==> config.mk <==
export PLATFORM = sky130hd
export DESIGN_NAME = wdc_top
export DESIGN_NICKNAME = d
export VERILOG_FILES = /design/src/core/wdc_pkg.sv /design/src/core/wdc_top.sv /design/src/core/wdc_down_counter.sv
export SDC_FILE = /design/constraint.sdc
export NUM_CORES = 1
export LEC_CHECK = 0
export ABC_AREA = 1
export BUFFER_PORTS_ARGS = -buffer_cell sky130_fd_sc_hd__buf_2
export CAP_MARGIN = 30
export CORE_ASPECT_RATIO = 0.9
export CORE_MARGIN = 2
export CORE_UTILIZATION = 30
export CTS_CLUSTER_DIAMETER = 200
export DETAILED_ROUTE_END_ITERATION = 12
export PLACE_DENSITY = 0.48
export SETUP_SLACK_MARGIN = 0.2
export SLEW_MARGIN = 20
export SYNTH_ARGS = -nofsm -noshare
export SYNTH_HDL_FRONTEND = slang
export SYNTH_SLANG_ARGS = --single-unit
==> constraint.sdc <==
create_clock -name clk_sys -period 2.9 [get_ports clk_sys]
set_input_delay 0.435 -clock clk_sys [delete_from_list [all_inputs] [get_ports clk_sys]]
set_output_delay 0.435 -clock clk_sys [all_outputs]
set_load 0.02 [all_outputs]
==> src/core/wdc_pkg.sv <==
`default_nettype none
package wdc_pkg;

    // Register addresses on the plain register port.
    localparam int unsigned WDC_ADDR_W = 12;
    localparam int unsigned WDC_DATA_W = 8;
    localparam logic [11:0] WDC_OFF_CTRL = 12'hFF0;
    localparam logic [11:0] WDC_OFF_UPPER = 12'hFF1;
    localparam logic [11:0] WDC_OFF_MIDDLE = 12'hFF2;
    localparam logic [11:0] WDC_OFF_LOWER = 12'hFF3;

    // Reset values of the reload bytes and the control register.
    localparam logic [7:0] WDC_RST_UPPER = 8'h00;
    localparam logic [7:0] WDC_RST_MIDDLE = 8'h04;
    localparam logic [7:0] WDC_RST_LOWER = 8'h00;
    localparam logic [7:0] WDC_RST_CTRL = 8'h00;

    // Control register fields.
    localparam int unsigned WDC_CTRL_IRQ_BIT = 0;
    localparam int unsigned WDC_CTRL_RUN_BIT = 1;

    // Counter layout and limits.
    localparam int unsigned WDC_COUNT_W = 24;
    localparam int unsigned WDC_BYTE_W = 8;
    localparam logic [23:0] WDC_COUNT_RST = {WDC_RST_UPPER, WDC_RST_MIDDLE, WDC_RST_LOWER};
    localparam logic [23:0] WDC_NO_REFRESH_LIMIT = 24'h000002;
    localparam logic [23:0] WDC_MIN_RELOAD = 24'h000004;
    localparam logic [23:0] WDC_TERMINAL = 24'h000001;
    localparam logic [23:0] WDC_ZERO = 24'h000000;

    // Timing: oscillator and system clock rates.
    localparam int unsigned WDC_OSC_FREQ_HZ = 10000;
    localparam int unsigned WDC_SYS_FREQ_HZ = 25000000;
    localparam int unsigned WDC_OSC_PERIOD_CYC = WDC_SYS_FREQ_HZ / WDC_OSC_FREQ_HZ;
    localparam int unsigned WDC_SYNC_STAGES = 2;

    typedef enum logic [0:0] {
        WDC_OFF = 1'b0,
        WDC_ON = 1'b1
    } wdc_state_t;

    typedef struct packed {
        logic [11:0] addr;
        logic [7:0] wrData;
        logic wr;
        logic rd;
    } wdc_reg_req_t;

endpackage
`default_nettype wire

==> src/core/wdc_top.sv <==
// Function
// - Retriggerable one-shot; terminal count resets or interrupts the device.
// - Counter advances only on edges of the dedicated watchdog oscillator.
// - Only on and off; once on it counts until refreshed or timed out.
// - Refresh operation or always-on option bit turns the watchdog on.
// - With always-on option set, counting starts right after reset.
// - Counter is a 24-bit reloadable down counter fed by three bytes.
// - Time-out period is reload value oscillator periods, value over ten ms.
// - Reload is upper byte bits 23:16, middle 15:8, lower 7:0.
// - Refresh is ignored once the count has reached 000002H.
// - Reading a reload byte returns live count byte; write updates that byte.
// - Configurable time-out response: system reset or interrupt.
// - Reset-mode time-out requests system reset in normal and halt modes.
//
// Strobed register access was chosen for this implementation.
`default_nettype none
module wdc_top (
    // Clock and reset
    input wire logic clk_sys,
    input wire logic rst,
    // Register port
    input wire wdc_pkg::wdc_reg_req_t regReq,
    output logic [7:0] regRdData,
    // Watchdog oscillator and refresh
    input wire logic wdogOscClk,
    input wire logic guardTimerRefreshOp,
    input wire logic alwaysOnOptionBit,
    // Responses and status
    output logic sysResetReq,
    output logic timeoutIrq,
    output logic wdogOn
);

    wdc_pkg::wdc_state_t state_q;
    wdc_pkg::wdc_state_t state_d;
    logic [7:0] reloadUpper_q;
    logic [7:0] reloadMiddle_q;
    logic [7:0] reloadLower_q;
    logic irqMode_q;
    logic started_q;
    logic [wdc_pkg::WDC_SYNC_STAGES-1:0] oscSync_q;
    logic oscPrev_q;
    logic [7:0] regRdData_q;
    logic sysResetReq_q;
    logic timeoutIrq_q;
    logic wdogOn_q;

    logic [23:0] reloadValue;
    logic [23:0] count;
    logic oscTick;
    logic startNow;
    logic refreshAccept;
    logic timeout;
    logic counterLoad;
    logic counterDec;
    logic isOn;
    logic selCtrl;
    logic selUpper;
    logic selMiddle;
    logic selLower;
    logic [7:0] rdMux;

    // The oscillator pin is sampled twice before its edge is looked at.
    always_ff @(posedge clk_sys or posedge rst)
    begin
        if (rst)
        begin
            oscSync_q <= '0;
            oscPrev_q <= 1'b0;
        end
        else
        begin
            oscSync_q <= {oscSync_q[wdc_pkg::WDC_SYNC_STAGES-2:0], wdogOscClk};
            oscPrev_q <= oscSync_q[wdc_pkg::WDC_SYNC_STAGES-1];
        end
    end

    assign oscTick = oscSync_q[wdc_pkg::WDC_SYNC_STAGES-1] & ~oscPrev_q;

    assign reloadValue = {reloadUpper_q, reloadMiddle_q, reloadLower_q};
    assign isOn = (state_q == wdc_pkg::WDC_ON);
    assign startNow = ~started_q;

    // Once the count is at or below the limit a refresh can no longer save it.
    assign refreshAccept = guardTimerRefreshOp &
        (~isOn | (count > wdc_pkg::WDC_NO_REFRESH_LIMIT));

    // Terminal count: any tick while the counter is at one or at zero.
    assign timeout = isOn & oscTick & (count <= wdc_pkg::WDC_TERMINAL);

    // Interrupt mode retriggers itself; reset mode waits for the system reset.
    assign counterLoad = refreshAccept | startNow | (timeout & irqMode_q);
    assign counterDec = isOn & oscTick & (count != wdc_pkg::WDC_ZERO);

    always_comb
    begin
        state_d = state_q;
        unique case (state_q)
            wdc_pkg::WDC_OFF:
            begin
                if (guardTimerRefreshOp | (startNow & alwaysOnOptionBit))
                begin
                    state_d = wdc_pkg::WDC_ON;
                end
            end
            wdc_pkg::WDC_ON:
            begin
                state_d = wdc_pkg::WDC_ON;
            end
        endcase
    end

    always_ff @(posedge clk_sys or posedge rst)
    begin
        if (rst)
        begin
            state_q <= wdc_pkg::WDC_OFF;
            started_q <= 1'b0;
            wdogOn_q <= 1'b0;
        end
        else
        begin
            state_q <= state_d;
            started_q <= 1'b1;
            wdogOn_q <= (state_d == wdc_pkg::WDC_ON);
        end
    end

    wdc_down_counter #(
        .WIDTH(wdc_pkg::WDC_COUNT_W),
        .RESET_VAL(wdc_pkg::WDC_COUNT_RST)
    ) uCounter (
        .clk_sys(clk_sys),
        .rst(rst),
        .load(counterLoad),
        .loadValue(reloadValue),
        .dec(counterDec),
        .count(count)
    );

    // Response outputs are one-cycle pulses per terminal count.
    always_ff @(posedge clk_sys or posedge rst)
    begin
        if (rst)
        begin
            sysResetReq_q <= 1'b0;
            timeoutIrq_q <= 1'b0;
        end
        else
        begin
            sysResetReq_q <= timeout & ~irqMode_q;
            timeoutIrq_q <= timeout & irqMode_q;
        end
    end

    function automatic logic addrHit(input logic [11:0] addr, input logic [11:0] offset);
        return (addr == offset);
    endfunction

    assign selCtrl = addrHit(regReq.addr, wdc_pkg::WDC_OFF_CTRL);
    assign selUpper = addrHit(regReq.addr, wdc_pkg::WDC_OFF_UPPER);
    assign selMiddle = addrHit(regReq.addr, wdc_pkg::WDC_OFF_MIDDLE);
    assign selLower = addrHit(regReq.addr, wdc_pkg::WDC_OFF_LOWER);

    // Reload bytes read back the live count, not the stored reload.
    assign rdMux = selUpper ? count[23:16] :
        selMiddle ? count[15:8] :
        selLower ? count[7:0] :
        selCtrl ? {6'h00, isOn, irqMode_q} : 8'h00;

    always_ff @(posedge clk_sys or posedge rst)
    begin
        if (rst)
        begin
            reloadUpper_q <= wdc_pkg::WDC_RST_UPPER;
            reloadMiddle_q <= wdc_pkg::WDC_RST_MIDDLE;
            reloadLower_q <= wdc_pkg::WDC_RST_LOWER;
            irqMode_q <= wdc_pkg::WDC_RST_CTRL[wdc_pkg::WDC_CTRL_IRQ_BIT];
        end
        else if (regReq.wr)
        begin
            if (selUpper)
            begin
                reloadUpper_q <= regReq.wrData;
            end
            if (selMiddle)
            begin
                reloadMiddle_q <= regReq.wrData;
            end
            if (selLower)
            begin
                reloadLower_q <= regReq.wrData;
            end
            if (selCtrl)
            begin
                irqMode_q <= regReq.wrData[wdc_pkg::WDC_CTRL_IRQ_BIT];
            end
        end
    end

    // Read data stand only in the cycle after the read strobe.
    always_ff @(posedge clk_sys or posedge rst)
    begin
        if (rst)
        begin
            regRdData_q <= 8'h00;
        end
        else
        begin
            regRdData_q <= regReq.rd ? rdMux : 8'h00;
        end
    end

    assign regRdData = regRdData_q;
    assign sysResetReq = sysResetReq_q;
    assign timeoutIrq = timeoutIrq_q;
    assign wdogOn = wdogOn_q;

    AST_REFRESH_RELOADS: assert property (@(posedge clk_sys) disable iff (rst)
        (refreshAccept && !regReq.wr) |=> (count == $past(reloadValue)))
        else $error("accepted refresh did not reload the counter");

    AST_REFRESH_LOCKED: assert property (@(posedge clk_sys) disable iff (rst)
        (isOn && guardTimerRefreshOp && count <= wdc_pkg::WDC_NO_REFRESH_LIMIT
            && !oscTick) |=> (count == $past(count)))
        else $error("refresh taken after the count reached two");

    AST_TICK_DECREMENTS: assert property (@(posedge clk_sys) disable iff (rst)
        (isOn && oscTick && count > wdc_pkg::WDC_TERMINAL && !counterLoad)
            |=> (count == $past(count) - 24'h000001))
        else $error("counter did not step down on an oscillator tick");

    AST_COUNT_ONLY_ON_TICK: assert property (@(posedge clk_sys) disable iff (rst)
        (!oscTick && !counterLoad) |=> $stable(count))
        else $error("counter moved without an oscillator tick");

    AST_RESET_RESPONSE: assert property (@(posedge clk_sys) disable iff (rst)
        (timeout && !irqMode_q) |=> (sysResetReq && !timeoutIrq))
        else $error("reset-mode time-out gave no reset request");

    AST_IRQ_RESPONSE: assert property (@(posedge clk_sys) disable iff (rst)
        (timeout && irqMode_q) |=> (timeoutIrq && !sysResetReq
            && count == $past(reloadValue)))
        else $error("interrupt-mode time-out did not interrupt and retrigger");

    AST_STAYS_ON: assert property (@(posedge clk_sys) disable iff (rst)
        wdogOn |=> wdogOn)
        else $error("watchdog turned off after being enabled");

    AST_ALWAYS_ON: assert property (@(posedge clk_sys) disable iff (rst)
        (startNow && alwaysOnOptionBit) |=> (isOn ##1 wdogOn))
        else $error("always-on option did not start the watchdog");

    AST_REFRESH_ENABLES: assert property (@(posedge clk_sys) disable iff (rst)
        (!isOn && guardTimerRefreshOp) |=> isOn)
        else $error("refresh did not turn the watchdog on");

    AST_READ_LIVE: assert property (@(posedge clk_sys) disable iff (rst)
        (regReq.rd && selMiddle) |=> (regRdData == $past(count[15:8])))
        else $error("middle byte read did not return the live count");

    AST_WRITE_ONE_BYTE: assert property (@(posedge clk_sys) disable iff (rst)
        (regReq.wr && selLower) |=> (reloadValue[7:0] == $past(regReq.wrData)
            && reloadValue[23:8] == $past(reloadValue[23:8])))
        else $error("lower byte write touched other reload bits");

    AST_WRITE_UPPER_BYTE: assert property (@(posedge clk_sys) disable iff (rst)
        (regReq.wr && selUpper) |=> (reloadValue[23:16] == $past(regReq.wrData)
            && reloadValue[15:0] == $past(reloadValue[15:0])))
        else $error("upper byte write touched other reload bits");

    AST_WRITE_MIDDLE_BYTE: assert property (@(posedge clk_sys) disable iff (rst)
        (regReq.wr && selMiddle) |=> (reloadValue[15:8] == $past(regReq.wrData)
            && reloadValue[23:16] == $past(reloadValue[23:16])
            && reloadValue[7:0] == $past(reloadValue[7:0])))
        else $error("middle byte write touched other reload bits");

    AST_RELOAD_HOLDS: assert property (@(posedge clk_sys) disable iff (rst)
        !regReq.wr |=> $stable(reloadValue))
        else $error("reload value changed without a write");

    AST_READ_UPPER: assert property (@(posedge clk_sys) disable iff (rst)
        (regReq.rd && selUpper) |=> (regRdData == $past(count[23:16])))
        else $error("upper byte read did not return the live count");

    AST_READ_LOWER: assert property (@(posedge clk_sys) disable iff (rst)
        (regReq.rd && selLower) |=> (regRdData == $past(count[7:0])))
        else $error("lower byte read did not return the live count");

    AST_READ_IDLE: assert property (@(posedge clk_sys) disable iff (rst)
        !regReq.rd |=> (regRdData == 8'h00))
        else $error("read data present without a read strobe");

    AST_OFF_SILENT: assert property (@(posedge clk_sys) disable iff (rst)
        !isOn |=> (!sysResetReq && !timeoutIrq))
        else $error("time-out response while the watchdog was off");

    AST_RESET_MODE_HOLDS_ZERO: assert property (@(posedge clk_sys) disable iff (rst)
        (timeout && !irqMode_q) |=> (count == wdc_pkg::WDC_ZERO))
        else $error("reset-mode time-out did not leave the counter at zero");

    AST_ONE_RESPONSE: assert property (@(posedge clk_sys) disable iff (rst)
        !(sysResetReq && timeoutIrq))
        else $error("reset and interrupt responses raised together");

    AST_OSC_TICK_DELAY: assert property (@(posedge clk_sys) disable iff (rst)
        $rose(wdogOscClk) |-> ##2 oscTick)
        else $error("oscillator edge did not become a tick two cycles later");

endmodule
`default_nettype wire

==> src/core/wdc_down_counter.sv <==
`default_nettype none
module wdc_down_counter #(
    parameter int unsigned WIDTH = 24,
    parameter logic [WIDTH-1:0] RESET_VAL = '0
) (
    // Clock and reset
    input wire logic clk_sys,
    input wire logic rst,
    // Control
    input wire logic load,
    input wire logic [WIDTH-1:0] loadValue,
    input wire logic dec,
    // State
    output logic [WIDTH-1:0] count
);

    if (WIDTH < 2)
    begin : gBadWidth
        $error("wdc_down_counter needs at least two bits");
    end

    logic [WIDTH-1:0] count_q;
    logic [WIDTH-1:0] count_d;

    // A load always wins over a decrement in the same cycle.
    assign count_d = load ? loadValue : (dec ? count_q - WIDTH'(1) : count_q);
    assign count = count_q;

    always_ff @(posedge clk_sys or posedge rst)
    begin
        if (rst)
        begin
            count_q <= RESET_VAL;
        end
        else
        begin
            count_q <= count_d;
        end
    end

endmodule
`default_nettype wire

==> qor.txt <==
CTS H-Tree Depth -> 3
Yosys reg bits -> 64
gr usage total -> 17.4%
vias in the first global route -> 3250
Detailed Route WL -> 10500 um
CTS tree -> yes
worst slew pin tran -> 839 ps
Critical Path RT -> 3110 ps
Net Count, Synth -> 532
DIE HEIGHT -> 109 um
end of the worst register-to-register path -> uCounter.count[14]
Max Root-Sink Buffers -> 2
Reg2Reg Setup Slack -> 690 ps
postcts setup bufs -> 0
Hold-fix buffers, CTS -> 0
Fin Setup TNS -> 0 ps
status -> finished, final reports clean
Synth top area share -> 42.5%
grt ovf -> 0
DP Cell Count -> 689
Rows -> 38
layout cells sized above 1 -> 14.7%
Via Count -> 3335
RSZ-0062 raised after global routing -> no
Worst-path clk slew -> 50 ps
# Max-Cap Violations -> 0
Synth area leaders -> dfrtp_1 42%, nand2_1 14%, nor2_1 6.1%, o21ai_0 5.6%, nand3_1 5.5%
sequential area share after synthesis -> 43.9%
CP arrival -> 2420 ps
ANT nets after route -> 0
core box area -> 12000 um^2
Initial DRC Count -> 255
Worst Hold Class -> in2async
final hold slack -> 115 ps
Ys Warns -> 0
first-pass GRT wire length -> 17300 um
Max Freq -> 452 MHz
# port buffers -> 37
Avg Cell Area, Syn -> 7.29 um^2
depth of the most critical reg-to-reg path -> 9
detailed-route wire length per cell -> 14.9 um
Non-Filler Instances -> 705
Final Max Slew Viols -> 0
worst r2r src -> uCounter.count[1]
drt first pass iters -> 5
worst rel slew slack -> 43.9%
Die Area -> 13100 um^2
DR DRC count -> 0
WS Path Type -> reg2reg
min Tclk post-route -> 2210 ps
Setup crit start kind -> flop
most frequent cells in the layout -> 137 x nand2_1, 62 x dfrtp_1, 59 x nor2_1
Final Wtd Congestion -> 0.847
commonest non-fill, non-tap cell in the layout -> nand2_1
Setup Viol. Count Final -> 0
skew final -> 6.92 ps
Area Overhead vs Synth -> 17.6%
IO Pins -> 38
die width -> 120 um
largest net degree at the start of global routing -> 47
Worst Path Max Fanout -> 46
Final Util -> 35.9%
Detail Placement HPWL -> 7930 um
CTS root buf -> clkbuf_16
Fin. Hold Viols -> 0
initial antenna violation count -> 0
Post-Synthesis Cells -> 501
post-cts repair resize count -> 0
Period Utilization, post-route -> 76.3%
n_diodes -> 0
synthesized area -> 3650 um^2
Inserted Clock Buffers -> 9
vias per cell -> 4.73
post-synth top area cell -> dfrtp_1
clk sinks -> 64
critical path capture point type -> flop
Cell variety after synth -> 29
worst-skew pair later-pin latency -> 330 ps
nets -> 571
Starting Density -> 30.5%
[cell type report]
cell class | count | area (um^2)
timing repair buffer | 44 | 238
multi-input combinational | 368 | 1760
sequential | 64 | 1600
inverter | 53 | 199
clock inverter | 3 | 42.5
clock buffer | 13 | 250
fill | 1312 | 7680
tap | 160 | 200
[worst max-delay path, stage by stage (launching register included)]
cell     delay (ps)
dfrtp_1         460
inv_1           160
ha_1            170
nand2_1          50
nor2_1          140
nand3_1         150
nand2_2         640
nor2_1          120
nand2_1         100
nand3_1          70
[how the worst max path moves through the flow]
stage	startpoint	endpoint	slack (ps)	cells after the start
floorplan	rst	irqMode_q	870	1
global placement	uCounter.count[1]	uCounter.count[15]	700	9
detailed placement	uCounter.count[1]	uCounter.count[8]	700	9
CTS	uCounter.count[1]	uCounter.count[8]	690	9
global route	uCounter.count[1]	uCounter.count[13]	480	9
finish	uCounter.count[1]	uCounter.count[14]	690	9
[cell families after synthesis]
logic type / count (synthesis) / share of synthesized area (%)
adder cells (fa/ha/maj): 4 / 1.37
other: 1 / 0.103
buffers and inverters: 69 / 7.87
AO/OA/AOI/OAI: 69 / 10.3
flip-flops: 64 / 43.9
XOR/XNOR: 6 / 1.44
AND/OR/NAND/NOR: 288 / 35.0
[state kept, by name, indices dropped and copies added (netlist names)]
register        count
irqMode_q           1
oscPrev_q           1
oscSync_q           2
regRdData           8
reloadLower_q       8
reloadMiddle_q      8
reloadUpper_q       8
started_q           1
sysResetReq         1
timeoutIrq          1
uCounter.count     24
wdogOn              1
[synthesized netlist by cell type]
cell and number:
a21oi_1 19, a21oi_2 1, buf_2 11, buf_6 2
clkbuf_1 3, conb_1 1, dfrtp_1 62, dfstp_2 2
ha_1 4, inv_1 51, inv_2 2, nand2_1 137
nand2_2 3, nand2_4 1, nand3_1 40, nand3b_1 1
nand4_1 32, nor2_1 59, nor2_2 8, nor2_4 2
nor3_1 2, nor3_2 1, nor4_1 1, o211ai_1 7
o21ai_0 41, o21ai_4 1, or2_2 1, xnor2_1 1
xor2_1 5
[metrics by stage]
stage / worst slack [ps] / area, um^2
3_3_place_gp: 701 / 4000
4_1_cts: 685 / 4300
5_1_grt: 478 / 4300
2_1_floorplan: 870 / 3650
6_report: 688 / 4300
3_5_place_dp: 699 / 4000
[layer usage]
metal | vias up | global-route usage [%] | wire length, um
met5 | - | 0 | 0
met4 | 0 | 5.32 | 138
met3 | 12 | 4.39 | 612
met2 | 92 | 26.1 | 4320
met1 | 1520 | 24.7 | 5450
li1 | 1711 | - | -
Power is not shown: default switching activity piles up to over one toggle a cycle in this logic, so the estimate is an artifact.
